==> src/hw/byte_timer_pkg.sv <==
// Constants for the instrument-bus timeout timer: offsets, fields, reset values, table.
// Assumes an 8-bit register port and a clock near the 40 MHz reference rate.
package byte_timer_pkg;

	// Register offsets on the plain register port
	localparam logic [7:0] ADDR_DUR_LOW = 8'h0A;
	localparam logic [7:0] ADDR_DUR_HIGH = 8'h0F;
	localparam logic [7:0] ADDR_CTRL = 8'h20;
	localparam logic [7:0] ADDR_STATUS = 8'h21;
	localparam logic [7:0] ADDR_MASK = 8'h22;
	localparam logic [7:0] ADDR_STATE = 8'h23;
	localparam logic [7:0] ADDR_ELAPSED0 = 8'h24;
	localparam logic [7:0] ADDR_EXPIRY_CNT = 8'h29;
	localparam int unsigned ELAPSED_BYTES = 5;

	// Shared auxiliary offset: only this upper nibble selects the low code part
	localparam logic [3:0] LOW_SELECT = 4'hF;
	localparam logic [7:0] DUR_LOW_RESET = 8'hF0;
	localparam logic [7:0] DUR_HIGH_RESET = 8'h00;

	// Control fields
	localparam int unsigned CTRL_BYTE_MODE = 0;
	localparam int unsigned CTRL_RESTART = 1;
	localparam int unsigned CTRL_PERIODIC = 2;
	localparam logic [7:0] CTRL_RESET = 8'h00;

	// Status and mask fields
	localparam int unsigned STAT_W = 2;
	localparam int unsigned STAT_TIMEOUT = 0;
	localparam int unsigned STAT_OVERRUN = 1;
	localparam logic [1:0] STAT_RESET = 2'h0;
	localparam logic [1:0] MASK_RESET = 2'h0;

	// Duration code and tick counter
	localparam int unsigned CODE_W = 6;
	localparam int unsigned TICK_W = 34;
	localparam int unsigned REF_CLK_MHZ = 40;
	localparam int unsigned TICK_CYCLES = 5;
	localparam logic [5:0] CODE_OFF = 6'h00;
	localparam logic [5:0] CODE_300S = 6'h11;
	localparam logic [5:0] CODE_1000S = 6'h21;
	localparam longint unsigned TIME_300S_S = 300;
	localparam longint unsigned TIME_1000S_S = 1000;
	localparam longint unsigned TICKS_300S = TIME_300S_S * REF_CLK_MHZ * 1000000 / TICK_CYCLES;
	localparam longint unsigned TICKS_1000S = TIME_1000S_S * REF_CLK_MHZ * 1000000 / TICK_CYCLES;
	// Codes 1..15: timeout is 2**exp ticks of TICK_CYCLES clocks
	localparam int unsigned TICK_EXP [16] = '{0, 7, 8, 10, 11, 13, 15, 17, 18, 20,
		21, 23, 25, 27, 28, 30};

	// Timer sequencing
	typedef enum logic [2:0] {
		ST_IDLE = 3'b001,
		ST_RUN = 3'b010,
		ST_DONE = 3'b100
	} timer_state_t;

endpackage : byte_timer_pkg

==> src/hw/byte_timeout_timer.sv <==
// General-purpose timeout timer with byte-timeout mode, registers on a plain port.
// Assumes a single clock, synchronous inputs and a one-cycle pulse per FIFO byte.
`timescale 1ns/1ps
module byte_timeout_timer #(
	parameter int unsigned TICK_CYCLES = byte_timer_pkg::TICK_CYCLES,
	parameter int unsigned TICK_SHIFT = 0,
	parameter longint unsigned TICKS_300 = byte_timer_pkg::TICKS_300S,
	parameter longint unsigned TICKS_1000 = byte_timer_pkg::TICKS_1000S
) (
	input wire logic mclk_i,
	input wire logic rst_i,
	input wire logic ce_i,
	input wire logic [7:0] addr_i,
	input wire logic [7:0] wdata_i,
	input wire logic wr_i,
	input wire logic rd_i,
	input wire logic fifo_byte_i,
	output logic [7:0] rdata_o,
	output logic irq_o,
	output logic running_o
);
	localparam int unsigned TW = byte_timer_pkg::TICK_W;
	localparam int unsigned SW = byte_timer_pkg::STAT_W;

	if (TICK_SHIFT > 30) begin : g_chk
		$error("byte_timeout_timer: TICK_SHIFT above the largest exponent");
	end

	// State of the block in one record; the prescaler count stays in u_prescale
	typedef struct packed {
		logic [3:0] code_low;
		logic [1:0] code_high;
		logic byte_mode;
		logic periodic;
		logic start;
		byte_timer_pkg::timer_state_t state;
		logic [TW-1:0] ticks;
		logic [TW-1:0] snap;
		logic [7:0] expiries;
		logic [SW-1:0] status;
		logic [SW-1:0] mask;
		logic [7:0] rdata;
		logic irq;
		logic running;
	} tmr_state_t;

	localparam tmr_state_t RESET_VAL = '{
		code_low: byte_timer_pkg::DUR_LOW_RESET[3:0],
		code_high: byte_timer_pkg::DUR_HIGH_RESET[1:0],
		byte_mode: byte_timer_pkg::CTRL_RESET[byte_timer_pkg::CTRL_BYTE_MODE],
		periodic: byte_timer_pkg::CTRL_RESET[byte_timer_pkg::CTRL_PERIODIC],
		start: 1'b0,
		state: byte_timer_pkg::ST_IDLE,
		ticks: '0,
		snap: '0,
		expiries: 8'h00,
		status: byte_timer_pkg::STAT_RESET,
		mask: byte_timer_pkg::MASK_RESET,
		rdata: 8'h00,
		irq: 1'b0,
		running: 1'b0
	};

	tmr_state_t s_r;
	tmr_state_t s_nxt;

	logic [TW-1:0] limit;
	logic enabled;
	logic restart;
	logic tick;
	logic last_tick;
	logic [SW-1:0] events;

	// Picks one byte of the wide elapsed snapshot
	function automatic logic [7:0] snap_byte(input logic [TW-1:0] v, input logic [7:0] idx);
		logic [8*byte_timer_pkg::ELAPSED_BYTES-1:0] w;
		w = (8*byte_timer_pkg::ELAPSED_BYTES)'(v);
		snap_byte = w[idx[2:0]*8 +: 8];
	endfunction : snap_byte

	// Table lookup of the programmed code
	duration_decode #(
		.SHIFT(TICK_SHIFT),
		.TICKS_300(TICKS_300),
		.TICKS_1000(TICKS_1000)
	) u_decode (
		.code_i({s_r.code_high, s_r.code_low}),
		.limit_o(limit),
		.enabled_o(enabled)
	);

	// Time base; counting plain input clocks keeps durations tied to clock rate
	tick_prescaler #(
		.DIV(TICK_CYCLES)
	) u_prescale (
		.mclk_i(mclk_i),
		.rst_i(rst_i),
		.ce_i(ce_i),
		.restart_i(restart),
		.tick_o(tick)
	);

	// Restart sources: a new code, a command, or FIFO traffic in byte mode
	assign restart = enabled &&
		(s_r.start || (s_r.byte_mode && fifo_byte_i));
	assign last_tick = tick && (s_r.ticks == limit - TW'(1));

	// Next state of everything
	always_comb begin
		s_nxt = s_r;
		s_nxt.start = 1'b0;
		events = '0;

		// Register writes
		if (wr_i) begin
			unique case (addr_i)
				byte_timer_pkg::ADDR_DUR_LOW: begin
					// Shared offset: other nibbles belong to other registers
					if (wdata_i[7:4] == byte_timer_pkg::LOW_SELECT) begin
						s_nxt.code_low = wdata_i[3:0];
						s_nxt.start = 1'b1;
					end
				end
				byte_timer_pkg::ADDR_DUR_HIGH: begin
					s_nxt.code_high = wdata_i[1:0];
					s_nxt.start = 1'b1;
				end
				byte_timer_pkg::ADDR_CTRL: begin
					s_nxt.byte_mode = wdata_i[byte_timer_pkg::CTRL_BYTE_MODE];
					s_nxt.periodic = wdata_i[byte_timer_pkg::CTRL_PERIODIC];
					if (wdata_i[byte_timer_pkg::CTRL_RESTART]) begin
						s_nxt.start = 1'b1;
					end
				end
				byte_timer_pkg::ADDR_MASK: begin
					s_nxt.mask = wdata_i[SW-1:0];
				end
				default: begin
				end
			endcase
		end

		// Timer sequencing; a disabled code parks it idle
		if (!enabled) begin
			s_nxt.state = byte_timer_pkg::ST_IDLE;
			s_nxt.ticks = '0;
		end else if (restart) begin
			s_nxt.state = byte_timer_pkg::ST_RUN;
			s_nxt.ticks = '0;
		end else begin
			unique case (s_r.state)
				byte_timer_pkg::ST_IDLE: begin
					s_nxt.state = byte_timer_pkg::ST_IDLE;
				end
				byte_timer_pkg::ST_RUN: begin
					if (last_tick) begin
						events[byte_timer_pkg::STAT_TIMEOUT] = 1'b1;
						if (s_r.status[byte_timer_pkg::STAT_TIMEOUT]) begin
							events[byte_timer_pkg::STAT_OVERRUN] = 1'b1;
						end
						s_nxt.ticks = '0;
						// Periodic mode rearms without software help
						s_nxt.state = s_r.periodic ? byte_timer_pkg::ST_RUN
							: byte_timer_pkg::ST_DONE;
					end else if (tick) begin
						s_nxt.ticks = s_r.ticks + TW'(1);
					end
				end
				byte_timer_pkg::ST_DONE: begin
					s_nxt.state = byte_timer_pkg::ST_DONE;
				end
				default: begin
					s_nxt.state = byte_timer_pkg::ST_IDLE;
				end
			endcase
		end

		// Count expiries, saturating so software sees it lost track
		if (events[byte_timer_pkg::STAT_TIMEOUT] && s_r.expiries != 8'hFF) begin
			s_nxt.expiries = s_r.expiries + 8'h01;
		end

		// Read data stand for one cycle only; status and expiry-count reads clear sticky state
		s_nxt.rdata = 8'h00;
		if (rd_i) begin
			if (addr_i == byte_timer_pkg::ADDR_CTRL) begin
				s_nxt.rdata[byte_timer_pkg::CTRL_BYTE_MODE] = s_r.byte_mode;
				s_nxt.rdata[byte_timer_pkg::CTRL_PERIODIC] = s_r.periodic;
			end else if (addr_i == byte_timer_pkg::ADDR_STATUS) begin
				s_nxt.rdata[SW-1:0] = s_r.status;
				s_nxt.status = '0;
			end else if (addr_i == byte_timer_pkg::ADDR_MASK) begin
				s_nxt.rdata[SW-1:0] = s_r.mask;
			end else if (addr_i == byte_timer_pkg::ADDR_STATE) begin
				s_nxt.rdata = {1'b0, s_r.state == byte_timer_pkg::ST_RUN,
					s_r.code_high, s_r.code_low};
			end else if (addr_i == byte_timer_pkg::ADDR_ELAPSED0) begin
				// Low byte read freezes the rest so the value stays coherent
				s_nxt.rdata = s_r.ticks[7:0];
				s_nxt.snap = s_r.ticks;
			end else if (addr_i > byte_timer_pkg::ADDR_ELAPSED0 &&
				addr_i < byte_timer_pkg::ADDR_EXPIRY_CNT) begin
				s_nxt.rdata = snap_byte(s_r.snap, addr_i - byte_timer_pkg::ADDR_ELAPSED0);
			end else if (addr_i == byte_timer_pkg::ADDR_EXPIRY_CNT) begin
				s_nxt.rdata = s_r.expiries;
				s_nxt.expiries = events[byte_timer_pkg::STAT_TIMEOUT] ? 8'h01 : 8'h00;
			end
		end

		// New events win over a clearing read in the same cycle
		s_nxt.status = s_nxt.status | events;

		// Level interrupt from unmasked sticky bits
		s_nxt.irq = |(s_nxt.status & s_nxt.mask);
		s_nxt.running = (s_nxt.state == byte_timer_pkg::ST_RUN);
	end

	// One register stage holds the whole record; low ce_i freezes it
	always_ff @(posedge mclk_i) begin
		if (rst_i) begin
			s_r <= RESET_VAL;
		end else if (ce_i) begin
			s_r <= s_nxt;
		end
	end

	assign rdata_o = s_r.rdata;
	assign irq_o = s_r.irq;
	assign running_o = s_r.running;

endmodule : byte_timeout_timer

==> src/hw/duration_decode.sv <==
// Maps the six-bit duration code to a tick limit; pure combinational lookup.
// Assumes ticks of TICK_CYCLES input clocks; SHIFT shortens power-of-two entries.
`timescale 1ns/1ps
module duration_decode #(
	parameter int unsigned SHIFT = 0,
	parameter longint unsigned TICKS_300 = byte_timer_pkg::TICKS_300S,
	parameter longint unsigned TICKS_1000 = byte_timer_pkg::TICKS_1000S
) (
	input wire logic [byte_timer_pkg::CODE_W-1:0] code_i,
	output logic [byte_timer_pkg::TICK_W-1:0] limit_o,
	output logic enabled_o
);
	localparam int unsigned TW = byte_timer_pkg::TICK_W;

	if (TICKS_300 < 1 || TICKS_1000 < 1 || TICKS_1000 >= (64'h1 << TW)) begin : g_chk
		$error("duration_decode: long timeout ticks out of range");
	end

	// Zero and unlisted codes leave the timer disabled
	always_comb begin
		int unsigned e;
		e = byte_timer_pkg::TICK_EXP[code_i[3:0]];
		limit_o = '0;
		enabled_o = 1'b0;
		if (code_i[5:4] == 2'h0 && code_i[3:0] != 4'h0) begin
			limit_o = TW'(1) << ((e > SHIFT) ? (e - SHIFT) : 0);
			enabled_o = 1'b1;
		end else if (code_i == byte_timer_pkg::CODE_300S) begin
			limit_o = TW'(TICKS_300);
			enabled_o = 1'b1;
		end else if (code_i == byte_timer_pkg::CODE_1000S) begin
			limit_o = TW'(TICKS_1000);
			enabled_o = 1'b1;
		end
	end

endmodule : duration_decode

==> src/hw/tick_prescaler.sv <==
// Divides the input clock into one-cycle ticks; restartable so a new period starts clean.
// Assumes one clock domain and a synchronous active-high reset.
`timescale 1ns/1ps
module tick_prescaler #(
	parameter int unsigned DIV = byte_timer_pkg::TICK_CYCLES
) (
	input wire logic mclk_i,
	input wire logic rst_i,
	input wire logic ce_i,
	input wire logic restart_i,
	output logic tick_o
);
	localparam int unsigned CW = (DIV > 1) ? $clog2(DIV) : 1;
	localparam logic [CW-1:0] LAST = CW'(DIV - 1);

	typedef struct packed {
		logic [CW-1:0] cnt;
	} pre_state_t;

	pre_state_t s_r;
	pre_state_t s_nxt;

	if (DIV < 1) begin : g_chk
		$error("tick_prescaler: DIV must be at least one");
	end

	// Tick on the last count; a restart suppresses it and starts over
	assign tick_o = (s_r.cnt == LAST) && !restart_i;

	// Wraps at DIV so each tick stands DIV cycles apart
	always_comb begin
		s_nxt = s_r;
		if (restart_i || s_r.cnt == LAST) begin
			s_nxt.cnt = '0;
		end else begin
			s_nxt.cnt = s_r.cnt + CW'(1);
		end
	end

	always_ff @(posedge mclk_i) begin
		if (rst_i) begin
			s_r <= '0;
		end else if (ce_i) begin
			s_r <= s_nxt;
		end
	end

endmodule : tick_prescaler

==> config.mk <==
export PLATFORM = sky130hd
export DESIGN_NAME = byte_timeout_timer
export DESIGN_NICKNAME = d
export VERILOG_FILES = /design/src/hw/byte_timer_pkg.sv /design/src/hw/byte_timeout_timer.sv /design/src/hw/duration_decode.sv /design/src/hw/tick_prescaler.sv
export SDC_FILE = /design/constraint.sdc
export NUM_CORES = 1
export LEC_CHECK = 0
export BUFFER_PORTS_ARGS = -buffer_cell sky130_fd_sc_hd__buf_2
export CORE_ASPECT_RATIO = 0.9
export CORE_UTILIZATION = 40
export DETAILED_ROUTE_END_ITERATION = 6
export GPL_ROUTABILITY_DRIVEN = 0
export SLEW_MARGIN = 25
export SYNTH_ARGS = -nofsm -noshare
export SYNTH_HDL_FRONTEND = slang
export SYNTH_SLANG_ARGS = --single-unit
==> constraint.sdc <==
create_clock -name mclk_i -period 6.4 [get_ports mclk_i]
set_input_delay 0.32 -clock mclk_i [delete_from_list [all_inputs] [get_ports mclk_i]]
set_output_delay 0.32 -clock mclk_i [all_outputs]
set_load 0.01 [all_outputs]
==> results.toml, run 1 <==
[status]
outcome = "finished, violations left"
violations = "design-rule violations"

[setup_path]
criticalPathCategory = "reg -> reg"
crit_path_start_kind = "flop"
ff2ff_path_depth = 18
reg2reg_from = "s_r[99]$_SDFFE_PP0P_"
reg2reg_to = "s_r[20]$_SDFFE_PP0P_"
endpoint_kind = "flop"
crit_required_ps = 6680
reg2reg_slack_ps = 740
arrival_ps = 5950
cp_max_fo = 17

[global_route]
grt_overflow = 0
grt_util_all_layers_pct = 23.6
antenna_found_initial = 0
grt_pass1_vias = 5791
grt_pass1_wl_um = 32700
grt_max_degree = 74

[synthesis]
synth-edff-count = 0
ys.flop_type = "dfxtp_1"
syn-cell-area_sq_um = 6890
synthDistinctLibCells = 90
syn_area_per_cell_sq_um = 7.68
netlist_instances = 897
synthArstFlopShare_pct = 0
synth_seq_cells = 99
seq_area_frac_synth_pct = 28.8
yosys_warnings = 0
syn_nets = 929

[hold_path]
whs_path_depth = 3
hold_path_class = "in -> reg"
min_from = "wdata_i[3]"
min_to = "s_r[101]$_SDFFE_PP0P_"

[pwr]
ir_drop_v = 0.000127
p_leak_nw = 2.54
power_density_nw_per_um2 = 161

[route]
dr.first_iter.drc_count = 761
routed-via-count = 6592
viasPerCell = 6.01
drtPass1Iterations = 7
post_drt_wl_per_cell_um = 18.6
antenna_left = 0
drc = 6
drt_wl_total_um = 20400

[placement]
place_area_sq_um = 7070
port_buffers = 31
dp_hpwl_um = 15200

[timing]
max_freq_mhz = 177
finClkSkew_ps = 8.87
period_share_pct = 88.5
setup_viol = 0
fin_crit_ps = 5660
grt_setup_unrepaired = "no"
maxSlewViolCount = 0
tightest_slew_ps = 876
fin_setup_tns_ps = 0
maxSlewHeadroom_pct = 41.1
hold_violations = 0

[clocking]
cts_setup_buffers = 0
clk_pin_slew_worst_paths_ps = 70
tritoncts = "done"
clk_latency_ps = 350
root_buffer = "clkbuf_16"
cts_max_path_buffers = 2
h-tree-depth = 3
cts_sinks = 99
cts_made_buffers = 9

[final_layout]
finalNetCount = 914
syn_to_final_growth_pct = 6.54
layout_common_cells = "nand2_1 (133), dfxtp_1 (99), nor2_1 (82)"
layout_commonest_cell = "nand2_1"
final_util_pct = 43.6
antenna_cells = 0
drive_gt1_share_pct = 11.7
stdcell_area_sq_um = 7340

[floorplanning]
pin_count = 32
dieArea_sq_um = 17800
core.rowCount = 45
die_y_um = 127
die_w_um = 140
coreArea_sq_um = 16800
start_util_pct = 40.9

[run]
cap_violations = 0
## worst max-delay path, cell delays in order (launching register included)
cell,delay [ps]
dfxtp_1,650
inv_1,230
ha_1,390
mux4_2,690
nor3_2,400
nand2_1,100
ha_1,310
o211ai_1,80
a221oi_1,210
o311ai_0,190
nor4_2,280
nand4_1,120
nor4_1,280
nand4b_1,180
nor4_4,230
buf_4,190
nand4_2,310
or4_1,600
a21oi_1,140
## sequential cells by signal (all words and copies together), names as in the netlist
name	count
s_r	86
rdata_o	8
u_prescale.s_r	3
irq_o	1
running_o	1
## what timing repair did
action,CTS,global route
hold buffers,0,0
gates resized for setup,0,1
setup endpoints to repair,0,1
## power by group
group	leakage (nW)	internal (W)	switching [W]
logic	1.60	0.0000162	0.0000380
registers	0.797	0.000617	0.00000182
clock network	0.135	0.000265	0.000247
total	2.54	0.000898	0.000287
## final cells by class
cell class / instances / area, sq um
multi-input combinational: 702 / 4470
tap: 211 / 264
inverter: 24 / 90.1
clock buffer: 10 / 229
clock inverter: 5 / 38.8
fill: 1678 / 9490
timing repair buffer: 46 / 268
sequential: 99 / 1980
## cell usage after synthesis (all sizes together), types with 3 or more instances
cell     count  share of area, %
nand2      133               7.2
dfxtp       99                29
nor2        82               4.5
a21oi       79               5.7
clkbuf      43               2.3
nand3       37               2.8
xnor2       33               4.2
buf         29               2.9
o21ai       28               2.1
xor2        24               3.1
inv         23               1.3
nor3        22               1.7
and3        19               1.7
nand4       18               1.7
nor4        15               1.8
a31oi       13               1.2
nand2b      11               1.0
ha          10               1.8
mux2i       10               1.5
mux4        10               3.3
and2         9              0.82
nor2b        9              0.82
or3          8              0.80
a21o         7              0.76
o211ai       7              0.84
o21a         7              0.76
a22oi        6              0.65
nand3b       6              0.65
nor3b        6              0.89
o31ai        6              0.65
a222oi       5              0.73
a311oi       5              0.98
and4         5              0.67
mux2         5              0.82
nor4b        5              0.64
or2          5              0.45
a211oi       4              0.44
nand4b       4              0.51
o22ai        4              0.36
a2111oi      3              0.38
o2111ai      3              0.47
o221ai       3              0.47
or4          3              0.33
## metrics by stage
| step | hold WS (ps) | setup slack (ps) | total power (W) | cells |
|---|---|---|---|---|
| global route | 239 | 182 | 0.00123 | 1097 |
| CTS | 218 | 608 | 0.00119 | 1097 |
| detailed placement | 447 | 636 | 0.000687 | 1082 |
| floorplan | 433 | 1490 | 0.000666 | 897 |
| global placement | 445 | 819 | 0.000687 | 1082 |
| finish | 221 | 735 | 0.00119 | 1097 |
## cell families after synthesis
family	Yosys count	synth area share, %
AO/OA/AOI/OAI	207	20.2
XOR/XNOR	57	7.25
adder cells (fa/ha/maj)	10	1.82
buffers and inverters	96	6.54
flip-flops	99	28.8
multiplexers	25	5.54
AND/OR/NAND/NOR	403	29.9
## worst max-delay path by stage
stage / cells past startpoint / startpoint / end
after floorplan: 18 / s_r[98]$_SDFFE_PP0P_ / s_r[20]$_SDFFE_PP0P_
after global placement: 18 / s_r[99]$_SDFFE_PP0P_ / s_r[20]$_SDFFE_PP0P_
after detailed placement: 18 / s_r[99]$_SDFFE_PP0P_ / s_r[20]$_SDFFE_PP0P_
after CTS: 18 / s_r[99]$_SDFFE_PP0P_ / s_r[20]$_SDFFE_PP0P_
after global routing: 18 / s_r[99]$_SDFFE_PP0P_ / s_r[20]$_SDFFE_PP0P_
final: 18 / s_r[99]$_SDFFE_PP0P_ / s_r[20]$_SDFFE_PP0P_
## routing by layer
metal / vias up / share of wire (%) / track usage [%]
met5: - / 0 / 0
met4: 0 / 1.3 / 5.56
met3: 22 / 7.9 / 3.40
met2: 268 / 42 / 34.5
met1: 3114 / 49 / 36.1
li1: 3188 / - / -
Note: power is estimated with default switching activity, not from simulation.
==> run 2, diff against run 1 <==
--- a/config.mk
+++ b/config.mk
@@ -13,4 +13,5 @@
 export SLEW_MARGIN = 25
 export SYNTH_ARGS = -nofsm -noshare
 export SYNTH_HDL_FRONTEND = slang
+export SYNTH_HIERARCHICAL = 1
 export SYNTH_SLANG_ARGS = --single-unit
==> run 2 against run 1 <==
The run now ends clean. Worst hold slack lost 11 ps. Final area shrank 1.3%. Sequential power shrank 2%. Largest cell class unchanged. Critical path depth shrank 1. Via count shrank 1.3%. Setup slack lost 47 ps. Flip-flop and latch count shrank 2. Clock skew grew 3.2 ps. Critical endpoint is now s_r[69]$_SDFFE_PP0P_. Synthesized area shrank 2.1%. Cell count shrank 1.3%.
==> results.toml, run 2 <==
[global_route]
grt_overflow = 0
grt_util_all_layers_pct = 23.0
grt_pass1_vias = 5802
antenna_found_initial = 0
grt_pass1_wl_um = 31800
grt_max_degree = 67

[final_layout]
fillers = 1683
top_register = "s_r"
layout_common_cells = "nor2_1 (100), dfxtp_1 (97), nand2_1 (95)"
antenna_cells = 0
layout_commonest_cell = "nor2_1"
largest_register_ffs = 84
stdcell_count = 1083
drive_gt1_share_pct = 9.25
syn_to_final_growth_pct = 7.34
finalNetCount = 903

[route]
drt-met1-wl_um = 9770
wl_met3_um = 1320
post_drt_wl_per_cell_um = 18.6
dr.first_iter.drc_count = 529
drt_wl_total_um = 20200
top_layer = "met4"
viasPerCell = 6.01
routed-via-count = 6506
met2WireLength_um = 8600
drc = 0
drtPass1Iterations = 5
antenna_left = 0

[synthesis]
netlist_instances = 884
seq_area_frac_synth_pct = 28.8
synth-edff-count = 0
synthDistinctLibCells = 81
syn-cell-area_sq_um = 6750
synthArstFlopShare_pct = 0
synth_top_cells_by_count = "nor2_1 (100), dfxtp_1 (97), nand2_1 (95), a21oi_1 (50), xnor2_1 (42)"
synth_top_area_share_pct = 28.8
syn_area_per_cell_sq_um = 7.63
yosys_warnings = 6
synth.most_common_cell = "nor2_1"
synth_seq_cells = 97
synth_area_leader_cell = "dfxtp_1"
syn_nets = 916
ys.flop_type = "dfxtp_1"
ys_top_cells_by_area = "dfxtp_1 (29%), nor2_1 (5.6%), xnor2_1 (5.5%)"

[setup_path]
cp_max_fo = 25
path_buf_inv = 3
critPathSlowestCell = "or4_1"
slowest_delay_ps = 630
endpoint_kind = "flop"
crit_required_ps = 6630
arrival_ps = 5940
crit_chain = "inv_1 -> ha_1 -> nand3b_1 -> o2bb2ai_1 -> o21ai_0 -> nor2_1 -> inv_1 -> ha_1 -> nor3b_1 -> nand3_1 -> or4_1 -> or4b_4 -> nand2_1 -> nand4_2 -> a22oi_2 -> buf_4 -> nor2_1"
path_delay_family = "simple AND/OR/NAND/NOR gates"
crit_path_start_kind = "flop"
criticalPathCategory = "reg -> reg"

[floorplanning]
die_y_um = 125
pin_count = 32
core.rowCount = 44
die_w_um = 139
dieArea_sq_um = 17400
start_util_pct = 41.4
coreArea_sq_um = 16300

[placement]
dp_hpwl_um = 14900
placedCellCount = 1067
port_buffers = 31

[clocking]
clk_pin_slew_worst_paths_ps = 70
cts_sinks = 97
cts_made_buffers = 9
hold_buffers = 0
h-tree-depth = 3
tritoncts = "done"
cts_max_path_buffers = 2
clk_latency_ps = 350
root_buffer = "clkbuf_16"

[pwr]
power.total_w = 0.00124
ir_drop_v = 0.000135
p_leak_nw = 2.63
power_density_nw_per_um2 = 172

[timing]
finClkSkew_ps = 12.1
fin_crit_ps = 5710
hold_violations = 0
period_share_pct = 89.2
max_freq_mhz = 175
maxSlewViolCount = 0
maxSlewHeadroom_pct = 39.6
fin_setup_tns_ps = 0
tightest_slew_ps = 897
setup_viol = 0

[status]
outcome = "complete, no violations"

[run]
cap_violations = 0

[hold_path]
hold_path_class = "in -> reg"
## run 2: cell types whose count changed in the layout (fill, tap and decap cells not counted), moves of 11 or more
cell	previous run	this run
a21oi_1	79	50
nand2_1	133	95
nor2_1	82	100
nor4_1	11	22
o21ai_1	2	17
or4_1	3	14
## run 2: final cells by class
class / instances / area (sq um) / share of cell area [%]
Tap cell: 207 / 259 / 3.58
Clock buffer: 9 / 225 / 3.11
Sequential cell: 97 / 1940 / 26.8
Clock inverter: 7 / 97.6 / 1.35
Inverter: 21 / 78.8 / 1.09
Multi-Input combinational cell: 705 / 4440 / 61.3
Timing Repair Buffer: 37 / 200 / 2.76
## run 2: final timing paths
kind | start | endpoint | slack (ps) | depth (start not counted)
setup / recovery | s_r[99]$_SDFFE_PP0P_ | s_r[69]$_SDFFE_PP0P_ | 690 | 17
hold / removal | wdata_i[3] | s_r[101]$_SDFFE_PP0P_ | 210 | 3
setup reg to reg | s_r[99]$_SDFFE_PP0P_ | s_r[69]$_SDFFE_PP0P_ | 690 | 17
hold reg to reg | s_r[38]$_SDFFE_PP0P_ | s_r[38]$_SDFFE_PP0P_ | 460 | 2
## run 2: kinds of logic (layout without fill, tap and decap cells)
group / count (synthesis) / count (layout) / synth area share [%]
other: 1 / 1 / 0.0556
buffers and inverters: 82 / 74 / 5.51
XOR/XNOR: 71 / 71 / 9.22
AO/OA/AOI/OAI: 185 / 185 / 18.0
AND/OR/NAND/NOR: 414 / 414 / 32.5
flip-flops: 97 / 97 / 28.8
multiplexers: 24 / 24 / 4.06
adder cells (fa/ha/maj): 10 / 10 / 1.85
## run 2: power by group
group	leakage, nW	internal (W)	switching (W)
clock network	0.158	0.000316	0.000267
registers	0.781	0.000604	0.000000864
logic	1.69	0.0000155	0.0000397
## run 2: worst min-delay path, cell delays in order
cell and delay (ps):
buf_2 80, mux2i_1 50, nor2_1 70
## run 2: per-stage QoR
step,instance area [sq um],hold WS [ps],utilization (%),setup WS (ps)
floorplan,6750,389,-,1690
global placement,6910,443,42.4,937
detailed placement,6910,447,42.4,756
CTS,7240,207,44.4,707
global route,7240,215,44.4,-4.23
finish,7240,209,44.4,688
## run 2: per-layer routing
metal | vias up | global-route usage [%]
met5 | - | 0
met4 | 0 | 7.12
met3 | 36 | 4.63
met2 | 210 | 33.8
met1 | 3074 | 33.4
li1 | 3186 | -
## run 2: timing repair
item / in CTS / in global routing
resized for setup: 0 / 1
setup endpoints to repair: 0 / 27
buffers inserted: 0 / 0
==> run 3, diff against run 2 <==
--- a/config.mk
+++ b/config.mk
@@ -10,6 +10,7 @@
 export CORE_UTILIZATION = 40
 export DETAILED_ROUTE_END_ITERATION = 6
 export GPL_ROUTABILITY_DRIVEN = 0
+export RECOVER_POWER = 50
 export SLEW_MARGIN = 25
 export SYNTH_ARGS = -nofsm -noshare
 export SYNTH_HDL_FRONTEND = slang
==> run 3 against run 2 <==
Clock power about the same. Flip-flop and latch count unchanged. Non-clock buffer count did not move. Global-route usage unchanged. Combinational power hardly changed. Clock skew decreased by 0.57 ps. Sequential power barely moved. Routed wire length is 0.48% higher. Clock-buffer cell count unchanged. First-iteration DRC count fell by 15%. Critical path type unchanged. Largest cell class unchanged.
==> results.toml, run 3 (synthesis gave the netlist of run 2 again) <==
[status]
outcome = "complete, no violations"

[setup_path]
crit_path_start_kind = "flop"
endpoint_kind = "flop"
startpoint = "s_r[99]$_SDFFE_PP0P_"
crit_path_end = "s_r[69]$_SDFFE_PP0P_"
ff2ff_path_depth = 17
criticalPathCategory = "reg -> reg"
reg2reg_to = "s_r[69]$_SDFFE_PP0P_"
reg2reg_from = "s_r[99]$_SDFFE_PP0P_"
reg2reg_slack_ps = 630
cp_max_fo = 25
crit_required_ps = 6630
arrival_ps = 6000

[final_layout]
largest_register_ffs = 84
drive_gt1_share_pct = 7.65
fillers = 1686
layout_commonest_cell = "nor2_1"
stdcell_count = 1083
finalNetCount = 903
layout_common_cells = "nor2_1 (100), dfxtp_1 (97), nand2_1 (95)"
antenna_cells = 0
stdcell_area_sq_um = 7230
syn_to_final_growth_pct = 7.10
top_register = "s_r"

[pwr]
power_density_nw_per_um2 = 172
p_leak_nw = 2.58
power.total_w = 0.00124
ir_drop_v = 0.000134

[timing]
maxSlewViolCount = 0
fin_crit_ps = 5770
hold_violations = 0
max_freq_mhz = 173
tightest_slew_ps = 1430
finClkSkew_ps = 11.5
period_share_pct = 90.2
setup_viol = 0
setup_ws_ps = 629
maxSlewHeadroom_pct = 4.90

[clocking]
tritoncts = "done"
cts_max_path_buffers = 2
cts_made_buffers = 9
cts_setup_buffers = 0
clk_pin_slew_worst_paths_ps = 70
cts_sinks = 97
clk_latency_ps = 350
h-tree-depth = 3
root_buffer = "clkbuf_16"

[route]
routed-via-count = 6494
viasPerCell = 6.00
drc = 0
antenna_left = 0
drtPass1Iterations = 4
dr.first_iter.drc_count = 449
post_drt_wl_per_cell_um = 18.7
drt_wl_total_um = 20300

[placement]
port_buffers = 31
place_area_sq_um = 6910
pre_cts_ws_ps = 756
placedCellCount = 1067
dp_hpwl_um = 14900

[floorplanning]
die_w_um = 139
coreArea_sq_um = 16300
start_util_pct = 41.4
die_y_um = 125
dieArea_sq_um = 17400
pin_count = 32
core.rowCount = 44

[global_route]
grt_overflow = 0
grt_pass1_vias = 5802
antenna_found_initial = 0
grt_pass1_wl_um = 31800
grt_util_all_layers_pct = 23.0
grt_max_degree = 67

[hold_path]
hold_path_class = "in -> reg"

[run]
cap_violations = 0
run 3: cell types whose count changed in the layout (fill, tap and decap cells not counted), sizes merged:
cell and delta:
buf -13, clkbuf +13
run 3: stage by stage:
stage          hold slack, ps  setup TNS, ps  utilization (%)
2_1_floorplan             389              0                -
3_3_place_gp              443              0             42.4
3_5_place_dp              447              0             42.4
4_1_cts                   207              0             44.4
5_1_grt                   215          -5.59             44.3
6_report                  211              0             44.3
run 3: metal layers:
| layer | share of wire, % | vias up | wire (um) | GRT usage (%) |
|---|---|---|---|---|
| met1 | 48 | 3075 | 9810 | 33.4 |
| met5 | 0 | - | 0 | 0 |
| met2 | 43 | 198 | 8700 | 33.8 |
| li1 | - | 3183 | - | - |
| met3 | 6.4 | 38 | 1290 | 4.63 |
| met4 | 2.3 | 0 | 464 | 7.12 |
run 3: where the power goes:
group | leakage (nW) | switching (W) | total (W) | internal, W
Sequential | 0.781 | 0.000000874 | 0.000605 | 0.000604
Combinational | 1.64 | 0.0000397 | 0.0000549 | 0.0000152
Clock | 0.158 | 0.000264 | 0.000581 | 0.000316
Total | 2.58 | 0.000305 | 0.00124 | 0.000936
run 3: worst max-delay path, stage by stage, from the launching register on:
cell and delay (ps):
dfxtp_1 570, inv_1 190, ha_1 350, nand3b_1 120, o2bb2ai_1 100, o21ai_0 410
nor2_1 180, inv_1 90, ha_1 210, nor3b_1 530, nand3_1 450, or4_1 640
or4b_4 570, nand2_1 110, nand4_2 430, a22oi_2 290, buf_4 320, nor2_1 100
run 3: timing repair:
item,in CTS,in global routing
endpoints found under the setup margin,0,27
hold buffers,0,0
resized for setup,0,1
endpoints found under the hold margin,0,0
run 3: final cells by class:
class | instances | area [sq um] | area share (%)
multi-input cells | 705 | 4440 | 61.4
flip-flops and latches | 97 | 1940 | 26.9
well taps | 207 | 259 | 3.58
clock buffers | 9 | 225 | 3.12
repair buffers | 37 | 184 | 2.55
clock inverters | 7 | 97.6 | 1.35
inverters | 21 | 78.8 | 1.09
run 3: how the worst min path moves through the flow:
stage | startpoint | endpoint | slack (ps) | cells past startpoint
3_3_place_gp | s_r[53]$_SDFFE_PP0P_ | s_r[53]$_SDFFE_PP0P_ | 440 | 2
6_report | wdata_i[3] | s_r[101]$_SDFFE_PP0P_ | 210 | 3
5_1_grt | wdata_i[3] | s_r[101]$_SDFFE_PP0P_ | 210 | 3
4_1_cts | wdata_i[3] | s_r[101]$_SDFFE_PP0P_ | 210 | 3
2_1_floorplan | rst_i | u_prescale/s_r[0]$_SDFFE_PP0P_ | 390 | 1
3_5_place_dp | s_r[49]$_SDFFE_PP0P_ | s_r[49]$_SDFFE_PP0P_ | 450 | 2
